File: config.mk
export PLATFORM = sky130hd
export DESIGN_NAME = dbw_top
export DESIGN_NICKNAME = d
export VERILOG_FILES = /design/src/inc/dbw_pkg.sv /design/src/rtl/dbw_top.sv
export VERILOG_INCLUDE_DIRS = /design/src /design/src/inc
export SDC_FILE = /design/constraint.sdc
export NUM_CORES = 2
export LEC_CHECK = 0
export BUFFER_PORTS_ARGS = -buffer_cell sky130_fd_sc_hd__buf_2
export CORE_ASPECT_RATIO = 1.2
export CORE_MARGIN = 2
export CORE_UTILIZATION = 57
export DETAILED_ROUTE_END_ITERATION = 8
export PLACE_DENSITY = 0.86
export SLEW_MARGIN = 20
export SYNTH_ARGS = -nofsm -noshare
export SYNTH_HDL_FRONTEND = slang
export SYNTH_SLANG_ARGS = --single-unit
File: constraint.sdc
create_clock -name CORE_CLK -period 3 [get_ports CORE_CLK]
set_clock_uncertainty 0.05 [all_clocks]
set_input_delay 0.6 -clock CORE_CLK [delete_from_list [all_inputs] [get_ports CORE_CLK]]
set_output_delay 0.6 -clock CORE_CLK [all_outputs]
set_load 0.005 [all_outputs]
File: src/inc/dbw_params.svh
// Constants of the debug break and watch unit.
// Operation
// - Three-bit cause code records interrupt origin
// - Two-bit trigger index, zero for host/call
// - Simultaneous triggers of one kind report the lowest index
// - Eight-bit thread number, zero for host
// - Data watch hit stores effective address
// - Resource watch hit stores resource identifier
// - Stop vector halts threads outside debug mode
// - Eight scratch words shared with tile space
// - Four instruction breakpoint addresses compare PC
// - Per-thread enable byte, resets to zero
// - Condition bit selects equal or unequal PC
// - Per-entry enable clear blocks that entry's trigger; host and call requests still fire
// - Two address banks for data watchpoints
// - Load bit adds loads to data watch
// - Combine bit selects AND or OR
// - Resource watch mask and value banks
// - Resource select bit picks condition A/B
`ifndef DBW_PARAMS_SVH
`define DBW_PARAMS_SVH
`define DBW_OFS_CAUSE      8'h15
`define DBW_OFS_DATA       8'h16
`define DBW_OFS_STOP       8'h18
`define DBW_OFS_SCRATCH    8'h20
`define DBW_OFS_IB_ADDR    8'h30
`define DBW_OFS_IB_CTL     8'h40
`define DBW_OFS_DW_ADDR1   8'h50
`define DBW_OFS_DW_ADDR2   8'h60
`define DBW_OFS_DW_CTL     8'h70
`define DBW_OFS_RW_MASK    8'h80
`define DBW_OFS_RW_VALUE   8'h90
`define DBW_OFS_RW_CTL     8'h9c
`define DBW_CFG_SCRATCH    8'h20
`define DBW_BIT_EN         0
`define DBW_BIT_COND       1
`define DBW_BIT_LOAD       2
`define DBW_THR_LSB        16
`define DBW_IDX_LSB        16
`define DBW_TID_LSB        8
`define DBW_CAUSE_HOST     3'h1
`define DBW_CAUSE_CALL     3'h2
`define DBW_CAUSE_IBRK     3'h3
`define DBW_CAUSE_DWATCH   3'h4
`define DBW_CAUSE_RWATCH   3'h5
`endif

File: src/inc/dbw_pkg.sv
// Types of the debug break and watch unit.
package dbw_pkg;
    typedef struct packed {
        logic [7:0]  addr;
        logic        wr;
        logic        rd;
        logic [31:0] wdata;
    } dbw_req_t;
    typedef struct packed {
        logic        valid;
        logic [2:0]  thread;
        logic [31:0] pc;
        logic        mem_valid;
        logic        mem_load;
        logic [31:0] eff_addr;
        logic        res_valid;
        logic [31:0] res_id;
    } dbw_pipe_t;
    typedef enum logic [0:0] {
        DBW_RUN   = 1'b0,
        DBW_DEBUG = 1'b1
    } dbw_state_t;
endpackage : dbw_pkg

File: src/rtl/dbw_top.sv
// Debug breakpoint, watchpoint and debug-interrupt unit of one tile.
`timescale 1ns/1ps
`include "dbw_params.svh"
module dbw_top
    import dbw_pkg::*;
#(
    parameter int NBP = 4
) (
    input  wire logic        CORE_CLK,
    input  wire logic        NRST,
    input  wire dbw_req_t    PS_REQ,
    output logic [31:0]      PS_RDATA,
    output logic             PS_RVALID,
    input  wire dbw_req_t    CFG_REQ,
    output logic [31:0]      CFG_RDATA,
    output logic             CFG_RVALID,
    input  wire dbw_pipe_t   PIPE,
    input  wire logic        HOST_REQ,
    input  wire logic        CALL_REQ,
    input  wire logic [2:0]  CALL_THREAD,
    input  wire logic        DEBUG_RETURN,
    output logic             DEBUG_IRQ,
    output logic             DEBUG_MODE,
    output logic [7:0]       THREAD_HALT
);
    // ****************************************************************
    // Storage
    // ****************************************************************
    dbw_state_t  state;
    logic [2:0]  cause;
    logic [1:0]  bp_index;
    logic [7:0]  cause_thread;
    logic [31:0] irq_data;
    logic [7:0]  stop_mask;
    logic [31:0] scratch [8];
    logic [31:0] ib_addr [NBP];
    logic [9:0]  ib_ctl  [NBP];
    logic [31:0] dw_addr1[NBP];
    logic [31:0] dw_addr2[NBP];
    logic [10:0] dw_ctl  [NBP];
    logic [31:0] rw_mask [NBP];
    logic [31:0] rw_value[NBP];
    logic [9:0]  rw_ctl  [NBP];

    // Control words keep thread byte in [9:2], flags in [1:0] (data: [10:3], [2:0]).
    function automatic logic [1:0] lowest(input logic [3:0] hits);
        lowest = hits[0] ? 2'h0 : hits[1] ? 2'h1 : hits[2] ? 2'h2 : 2'h3;
    endfunction : lowest

    function automatic logic in_bank(input logic [7:0] a, input logic [7:0] base);
        in_bank = (a >= base) && (a < base + 8'(NBP));
    endfunction : in_bank

    // ****************************************************************
    // Trigger detection
    // ****************************************************************
    logic [3:0] ib_hit;
    logic [3:0] dw_hit;
    logic [3:0] rw_hit;
    always_comb begin
        for (int i = 0; i < NBP; i++) begin
            logic a;
            logic b;
            a = 1'b0;
            b = 1'b0;
            ib_hit[i] = ib_ctl[i][`DBW_BIT_EN] && ib_ctl[i][2 + PIPE.thread] && PIPE.valid &&
                        ((PIPE.pc == ib_addr[i]) ^ ib_ctl[i][`DBW_BIT_COND]);
            a = PIPE.eff_addr == dw_addr1[i];
            b = PIPE.eff_addr == dw_addr2[i];
            dw_hit[i] = dw_ctl[i][`DBW_BIT_EN] && dw_ctl[i][3 + PIPE.thread] && PIPE.mem_valid &&
                        (!PIPE.mem_load || dw_ctl[i][`DBW_BIT_LOAD]) &&
                        (dw_ctl[i][`DBW_BIT_COND] ? (a || b) : (a && b));
            a = (PIPE.res_id & rw_mask[i]) == rw_value[i];
            rw_hit[i] = rw_ctl[i][`DBW_BIT_EN] && rw_ctl[i][2 + PIPE.thread] && PIPE.res_valid &&
                        (rw_ctl[i][`DBW_BIT_COND] ? !a : a);
        end
    end

    logic       run;
    logic       fire;
    assign run  = state == DBW_RUN;
    assign fire = run && (HOST_REQ || CALL_REQ || (|ib_hit) || (|dw_hit) || (|rw_hit));

    // ****************************************************************
    // Debug mode sequencing
    // ****************************************************************
    always_ff @(posedge CORE_CLK or negedge NRST) begin
        if (!NRST) begin
            state     <= DBW_RUN;
            DEBUG_IRQ <= 1'b0;
        end else begin
            DEBUG_IRQ <= fire;
            case (state)
                DBW_RUN:   if (fire) state <= DBW_DEBUG;
                DBW_DEBUG: if (DEBUG_RETURN) state <= DBW_RUN;
                default:   state <= DBW_RUN;
            endcase
        end
    end
    assign DEBUG_MODE  = state == DBW_DEBUG;
    assign THREAD_HALT = run ? stop_mask : 8'h00;

    // ****************************************************************
    // Cause capture; hardware capture wins over a software write
    // ****************************************************************
    logic ps_wr_cause;
    logic ps_wr_data;
    assign ps_wr_cause = PS_REQ.wr && PS_REQ.addr == `DBW_OFS_CAUSE;
    assign ps_wr_data  = PS_REQ.wr && PS_REQ.addr == `DBW_OFS_DATA;

    always_ff @(posedge CORE_CLK or negedge NRST) begin
        if (!NRST) begin
            cause        <= 3'h0;
            bp_index     <= 2'h0;
            cause_thread <= 8'h00;
        end else if (fire) begin
            if (HOST_REQ) begin
                cause        <= `DBW_CAUSE_HOST;
                bp_index     <= 2'h0;
                cause_thread <= 8'h00;
            end else if (CALL_REQ) begin
                cause        <= `DBW_CAUSE_CALL;
                bp_index     <= 2'h0;
                cause_thread <= {5'h00, CALL_THREAD};
            end else begin
                cause        <= (|ib_hit) ? `DBW_CAUSE_IBRK : (|dw_hit) ? `DBW_CAUSE_DWATCH : `DBW_CAUSE_RWATCH;
                bp_index     <= lowest((|ib_hit) ? ib_hit : (|dw_hit) ? dw_hit : rw_hit);
                cause_thread <= {5'h00, PIPE.thread};
            end
        end else if (ps_wr_cause) begin
            cause        <= PS_REQ.wdata[2:0];
            bp_index     <= PS_REQ.wdata[`DBW_IDX_LSB +: 2];
            cause_thread <= PS_REQ.wdata[`DBW_TID_LSB +: 8];
        end
    end

    always_ff @(posedge CORE_CLK or negedge NRST) begin
        if (!NRST) begin
            irq_data <= 32'h0;
        end else if (fire && !HOST_REQ && !CALL_REQ && !(|ib_hit) && (|dw_hit)) begin
            irq_data <= PIPE.eff_addr;
        end else if (fire && !HOST_REQ && !CALL_REQ && !(|ib_hit) && (|rw_hit)) begin
            irq_data <= PIPE.res_id;
        end else if (ps_wr_data) begin
            irq_data <= PS_REQ.wdata;
        end
    end

    // ****************************************************************
    // Register writes
    // ****************************************************************
    always_ff @(posedge CORE_CLK or negedge NRST) begin
        if (!NRST) begin
            stop_mask <= 8'h00;
            for (int i = 0; i < NBP; i++) begin
                ib_addr[i]  <= 32'h0;
                ib_ctl[i]   <= 10'h000;
                dw_addr1[i] <= 32'h0;
                dw_addr2[i] <= 32'h0;
                dw_ctl[i]   <= 11'h000;
                rw_mask[i]  <= 32'h0;
                rw_value[i] <= 32'h0;
                rw_ctl[i]   <= 10'h000;
            end
        end else if (PS_REQ.wr) begin
            if (PS_REQ.addr == `DBW_OFS_STOP) stop_mask <= PS_REQ.wdata[7:0];
            for (int i = 0; i < NBP; i++) begin
                if (PS_REQ.addr == `DBW_OFS_IB_ADDR + 8'(i)) ib_addr[i] <= PS_REQ.wdata;
                if (PS_REQ.addr == `DBW_OFS_IB_CTL + 8'(i))
                    ib_ctl[i] <= {PS_REQ.wdata[`DBW_THR_LSB +: 8], PS_REQ.wdata[1:0]};
                if (PS_REQ.addr == `DBW_OFS_DW_ADDR1 + 8'(i)) dw_addr1[i] <= PS_REQ.wdata;
                if (PS_REQ.addr == `DBW_OFS_DW_ADDR2 + 8'(i)) dw_addr2[i] <= PS_REQ.wdata;
                if (PS_REQ.addr == `DBW_OFS_DW_CTL + 8'(i))
                    dw_ctl[i] <= {PS_REQ.wdata[`DBW_THR_LSB +: 8], PS_REQ.wdata[2:0]};
                if (PS_REQ.addr == `DBW_OFS_RW_MASK + 8'(i)) rw_mask[i] <= PS_REQ.wdata;
                if (PS_REQ.addr == `DBW_OFS_RW_VALUE + 8'(i)) rw_value[i] <= PS_REQ.wdata;
                if (PS_REQ.addr == `DBW_OFS_RW_CTL + 8'(i))
                    rw_ctl[i] <= {PS_REQ.wdata[`DBW_THR_LSB +: 8], PS_REQ.wdata[1:0]};
            end
        end
    end

    // Both ports reach one scratch array; the status port wins a same-word clash.
    always_ff @(posedge CORE_CLK or negedge NRST) begin
        if (!NRST) begin
            for (int i = 0; i < 8; i++) scratch[i] <= 32'h0;
        end else begin
            for (int i = 0; i < 8; i++) begin
                if (PS_REQ.wr && PS_REQ.addr == `DBW_OFS_SCRATCH + 8'(i))
                    scratch[i] <= PS_REQ.wdata;
                else if (CFG_REQ.wr && CFG_REQ.addr == `DBW_CFG_SCRATCH + 8'(i))
                    scratch[i] <= CFG_REQ.wdata;
            end
        end
    end

    // ****************************************************************
    // Register reads
    // ****************************************************************
    logic [31:0] next_ps_rdata;
    logic [31:0] next_cfg_rdata;
    always_comb begin
        logic [1:0] k;
        k = PS_REQ.addr[1:0];
        next_ps_rdata = 32'h0;
        if (PS_REQ.addr == `DBW_OFS_CAUSE)
            next_ps_rdata = {14'h0, bp_index, cause_thread, 5'h00, cause};
        else if (PS_REQ.addr == `DBW_OFS_DATA) next_ps_rdata = irq_data;
        else if (PS_REQ.addr == `DBW_OFS_STOP) next_ps_rdata = {24'h0, stop_mask};
        else if (PS_REQ.addr[7:3] == 5'(`DBW_OFS_SCRATCH >> 3)) next_ps_rdata = scratch[PS_REQ.addr[2:0]];
        else if (in_bank(PS_REQ.addr, `DBW_OFS_IB_ADDR)) next_ps_rdata = ib_addr[k];
        else if (in_bank(PS_REQ.addr, `DBW_OFS_IB_CTL))
            next_ps_rdata = {8'h0, ib_ctl[k][9:2], 14'h0, ib_ctl[k][1:0]};
        else if (in_bank(PS_REQ.addr, `DBW_OFS_DW_ADDR1)) next_ps_rdata = dw_addr1[k];
        else if (in_bank(PS_REQ.addr, `DBW_OFS_DW_ADDR2)) next_ps_rdata = dw_addr2[k];
        else if (in_bank(PS_REQ.addr, `DBW_OFS_DW_CTL))
            next_ps_rdata = {8'h0, dw_ctl[k][10:3], 13'h0, dw_ctl[k][2:0]};
        else if (in_bank(PS_REQ.addr, `DBW_OFS_RW_MASK)) next_ps_rdata = rw_mask[k];
        else if (in_bank(PS_REQ.addr, `DBW_OFS_RW_VALUE)) next_ps_rdata = rw_value[k];
        else if (in_bank(PS_REQ.addr, `DBW_OFS_RW_CTL))
            next_ps_rdata = {8'h0, rw_ctl[k][9:2], 14'h0, rw_ctl[k][1:0]};
        next_cfg_rdata = (CFG_REQ.addr[7:3] == 5'(`DBW_CFG_SCRATCH >> 3)) ? scratch[CFG_REQ.addr[2:0]] : 32'h0;
    end

    always_ff @(posedge CORE_CLK or negedge NRST) begin
        if (!NRST) begin
            PS_RDATA   <= 32'h0;
            PS_RVALID  <= 1'b0;
            CFG_RDATA  <= 32'h0;
            CFG_RVALID <= 1'b0;
        end else begin
            PS_RVALID  <= PS_REQ.rd;
            CFG_RVALID <= CFG_REQ.rd;
            if (PS_REQ.rd) PS_RDATA <= next_ps_rdata;
            if (CFG_REQ.rd) CFG_RDATA <= next_cfg_rdata;
        end
    end

    // ****************************************************************
    // Checks
    // ****************************************************************
    a_host_cause: assert property (@(posedge CORE_CLK) disable iff (!NRST)
        (run && HOST_REQ) |=> (cause == `DBW_CAUSE_HOST && DEBUG_IRQ)) else $error("host cause wrong");
    a_call_index: assert property (@(posedge CORE_CLK) disable iff (!NRST)
        (run && !HOST_REQ && CALL_REQ) |=> (bp_index == 2'h0 && cause == `DBW_CAUSE_CALL)) else $error("call index");
    a_lowest_index: assert property (@(posedge CORE_CLK) disable iff (!NRST)
        (run && !HOST_REQ && !CALL_REQ && ib_hit[0] && ib_hit[1]) |=> bp_index == 2'h0) else $error("not lowest");
    a_host_thread: assert property (@(posedge CORE_CLK) disable iff (!NRST)
        (run && HOST_REQ) |=> cause_thread == 8'h00) else $error("host thread nonzero");
    a_dwatch_data: assert property (@(posedge CORE_CLK) disable iff (!NRST)
        (run && !HOST_REQ && !CALL_REQ && ib_hit == 4'h0 && dw_hit != 4'h0)
        |=> (irq_data == $past(PIPE.eff_addr) && cause == `DBW_CAUSE_DWATCH)) else $error("data watch data");
    a_rwatch_data: assert property (@(posedge CORE_CLK) disable iff (!NRST)
        (fire && !HOST_REQ && !CALL_REQ && ib_hit == 4'h0 && dw_hit == 4'h0)
        |=> (irq_data == $past(PIPE.res_id))) else $error("resource watch data");
    a_halt_run: assert property (@(posedge CORE_CLK) disable iff (!NRST)
        DEBUG_MODE |-> THREAD_HALT == 8'h00) else $error("halt during debug");
    a_scratch_share: assert property (@(posedge CORE_CLK) disable iff (!NRST)
        (PS_REQ.wr && PS_REQ.addr == `DBW_OFS_SCRATCH && !CFG_REQ.wr)
        ##1 (!PS_REQ.wr && !CFG_REQ.wr)
        ##1 (!PS_REQ.wr && !CFG_REQ.wr && CFG_REQ.rd && CFG_REQ.addr == `DBW_CFG_SCRATCH)
        |=> CFG_RDATA == $past(PS_REQ.wdata, 3)) else $error("scratch not shared");
    a_enable_gate: assert property (@(posedge CORE_CLK) disable iff (!NRST)
        !ib_ctl[0][`DBW_BIT_EN] |-> !ib_hit[0]) else $error("disabled breakpoint fired");
    a_debug_hold: assert property (@(posedge CORE_CLK) disable iff (!NRST)
        (DEBUG_MODE && !DEBUG_RETURN) |=> (DEBUG_MODE && !DEBUG_IRQ)) else $error("debug mode left early");
endmodule : dbw_top

==> impl_metrics.yaml <==
status:
  run_status: "complete, but fails checks"
  violations: "negative setup slack"
setup_path:
  rr_endpoint: "irq_data[18]"
  crit_chain: "a21boi_4 > a211oi_2 > nand4_1 > nor4_2 > buf_4 > mux2i_4 > o2111ai_2 > nand3b_1 > buf_6 > buf_12 > buf_6 > mux2i_1 > nor2_1 > a221o_1"
  crit_family: "simple AND/OR/NAND/NOR gates"
  cpPeakStageDelay_ps: 440
  cp_num_cells: 14
  crit_top_cell: "buf_6"
  path_class: "reg -> reg"
  r2r_start: "rw_value[111]"
  cp_data_arrival_time_ps: 4150
  cp_slowest_cell: "dfrtp_1"
  critPathLaunch: "rw_value[111]"
  start_kind: "flop"
  rrSetupSlack_ps: -560
  crit_fanout: 7
  endpoint_kind: "flop"
  cp.required_ps: 3590
  path_buf_inv: 4
  endpoint: "irq_data[18]"
  worst_r2r_path_depth: 14
routing:
  vias: 53507
  drc_errors: 0
  firstDrtPassIters: 6
  wl_per_cell_um: 32.8
  viasPerCell: 6.97
  totalWireLength_um: 252000
  antenna_left: 0
  drt-initial-drc-count: 7544
floorplanning:
  fp-row-count: 134
  initial_core_util_pct: 57.3
  die-area_sq_um: 114000
  coreArea_sq_um: 111000
  die_y_um: 370
  dieWidth_um: 309
  io_pins: 271
job:
  cap_violations: 0
finish:
  area_growth_pct: 23.0
  nets: 6253
  stdcell_area_sq_um: 78300
  finish.utilization_pct: 70.5
  drive_above_1_share_pct: 43.1
  final_cells: 7674
clock_network:
  cts_tree: "yes"
  cts_buffers: 117
  clock_sinks: 1141
  clock_latency_ps: 790
  cts_max_path_buffers: 3
  h-tree-depth: 3
  cts_root_buf: "clkbuf_16"
  clk_transition_reported_paths_ps: 70
global_routing:
  grt_usage_pct: 43.6
  grt_pass1_wl_um: 361000
  antenna_found_initial: 63
  first_global_vias: 53822
  grt_max_degree: 110
  grt_overflow_total: 0
timing:
  tns_ps: -23240
  fmax_ghz: 0.281
  layout_setup_ws_ps: -562
  rsz0062_at_grt: "true"
  hold_viol: 0
  setup_viol: 47
  timing.slew.headroom_pct: 20.5
  finalMaxSlewViolations: 0
  whs_ps: 67.5
  fin_crit_ps: 3560
  tightest_slew_ps: 1190
  fin_crit_sh_pct: 119
yosys:
  netlist.area_leader.share_pct: 44.9
  ys_top_cells_by_area: "dfrtp_1 45%, mux2_2 14%, mux4_2 12%, mux2i_1 5.9%, xor2_1 4.4%"
  synth-edff-count: 0
  synthDistinctLibCells: 68
  synth_top_area_cell: "dfrtp_1"
  synth_nets: 5404
  synth_top_flop_cell: "dfrtp_1"
  syn_area_per_cell_sq_um: 12.2
  syn_area_sq_um: 63600
  synthTopCellsByCount: "1141 x dfrtp_1, 782 x mux2_2, 377 x mux2i_1"
  seq_area_frac_synth_pct: 44.9
  synth_most_common_cell: "dfrtp_1"
  synthCells: 5206
  yosys_warnings: 0
  ys_ff_latch: 1141
  async_reset_ff_share_pct: 100
placed_design:
  dpl-instance-area_sq_um: 73300
  place_hpwl_um: 175000
  placedCellCount: 7399
  portBuffers: 270
  place.gp.congestion: 1.06
  pre_cts_slack_ps: -1010
pwr:
  power_density_nw_per_um2: 497
  power.total_mw: 38.9
  peakVddDrop_uv: 544
  power_leakage_nw: 39.0
min_path:
  hp-class: "in -> reg"
  whs_path_depth: 1
-- registers in the layout, summed over array words and instances, names as in the netlist, 3 cells and up --
name          cells
PS_RDATA         32
dw_addr2        128
ib_ctl           40
rw_ctl           40
ib_addr         128
cause_thread      8
dw_ctl           44
rw_mask         128
CFG_RDATA        32
stop_mask         8
rw_value        128
cause             3
dw_addr1        128
irq_data         32
scratch         256
-- cell usage in the layout (no fill, tap or decap), types with 32 or more instances in the layout --
master     netlist  routed
nand3_1         49      49
nand2_1        225     206
dfrtp_1       1141    1141
nor2_1         251     243
buf_12           0     106
a221o_1         32      32
mux2i_1        377     372
clkbuf_16        0     120
inv_1           37      36
a21boi_0        33      32
a21oi_1        265     263
mux2_2         782     781
buf_4            6     833
o22ai_1         38      38
buf_2           65     266
o22a_1          32      32
xnor2_1         65      61
o21ai_0        117     115
and3b_1         33      33
a21o_1          33      33
xor2_1         321     315
nor4_1          91      64
mux4_2         338     338
a22oi_1         65      65
nand4_1         62      62
and3_1         102      99
-- worst min-delay path by stage --
stage                       startpoint           end  slack [ps]
after global placement    PS_RDATA[12]  PS_RDATA[12]         410
final                      CFG_REQ[32]    CFG_RVALID          70
after detailed placement  PS_RDATA[15]  PS_RDATA[15]         420
after global routing       CFG_REQ[32]    CFG_RVALID          90
after CTS                  CFG_REQ[32]    CFG_RVALID          50
after floorplan                   NRST  CFG_RDATA[0]         250
-- per-layer routing --
metal	GRT usage, %	up-vias	wire length, um
li1	-	21019	-
met1	51.3	26870	81400
met2	65.4	4225	111000
met3	15.2	1331	34500
met4	34.2	62	24700
met5	0	-	402
-- kinds of logic (layout without fill, tap and decap cells) --
group | after synthesis | after routing | share of synthesized area [%]
other | 0 | 27 | 0
xor gates and xnor gates | 386 | 386 | 5.31
buffers and inverters | 538 | 1483 | 3.41
muxes | 1497 | 1497 | 31.7
DFF | 1141 | 1141 | 44.9
adders and majority gates | 7 | 7 | 0.122
and+or+nand+nor | 880 | 880 | 6.86
AOI/OAI and AO/OA | 757 | 757 | 7.72
-- power breakdown --
group / internal (mW) / switching, mW
logic: 2.89 / 3.53
registers: 16.4 / 0.872
clock network: 8.61 / 6.63
-- what timing repair did --
action	in CTS	in global routing
gates resized for setup	52	62
buffers inserted	18	8
hold endpoints to repair	34	0
endpoints found under the setup margin	47	47
hold buffers	2	0
pin swaps	29	28
gates cloned	8	1
-- cell type report --
cell class / instances / area (sq um)
multi-input combinational: 3527 / 33600
clock buffer: 178 / 3490
inverter: 37 / 144
timing repair buffer: 1231 / 10100
tap: 1496 / 1870
clock inverter: 37 / 440
fill: 7346 / 32700
antenna: 27 / 67.6
sequential: 1141 / 28600
Power figures use the tool's default switching activity.
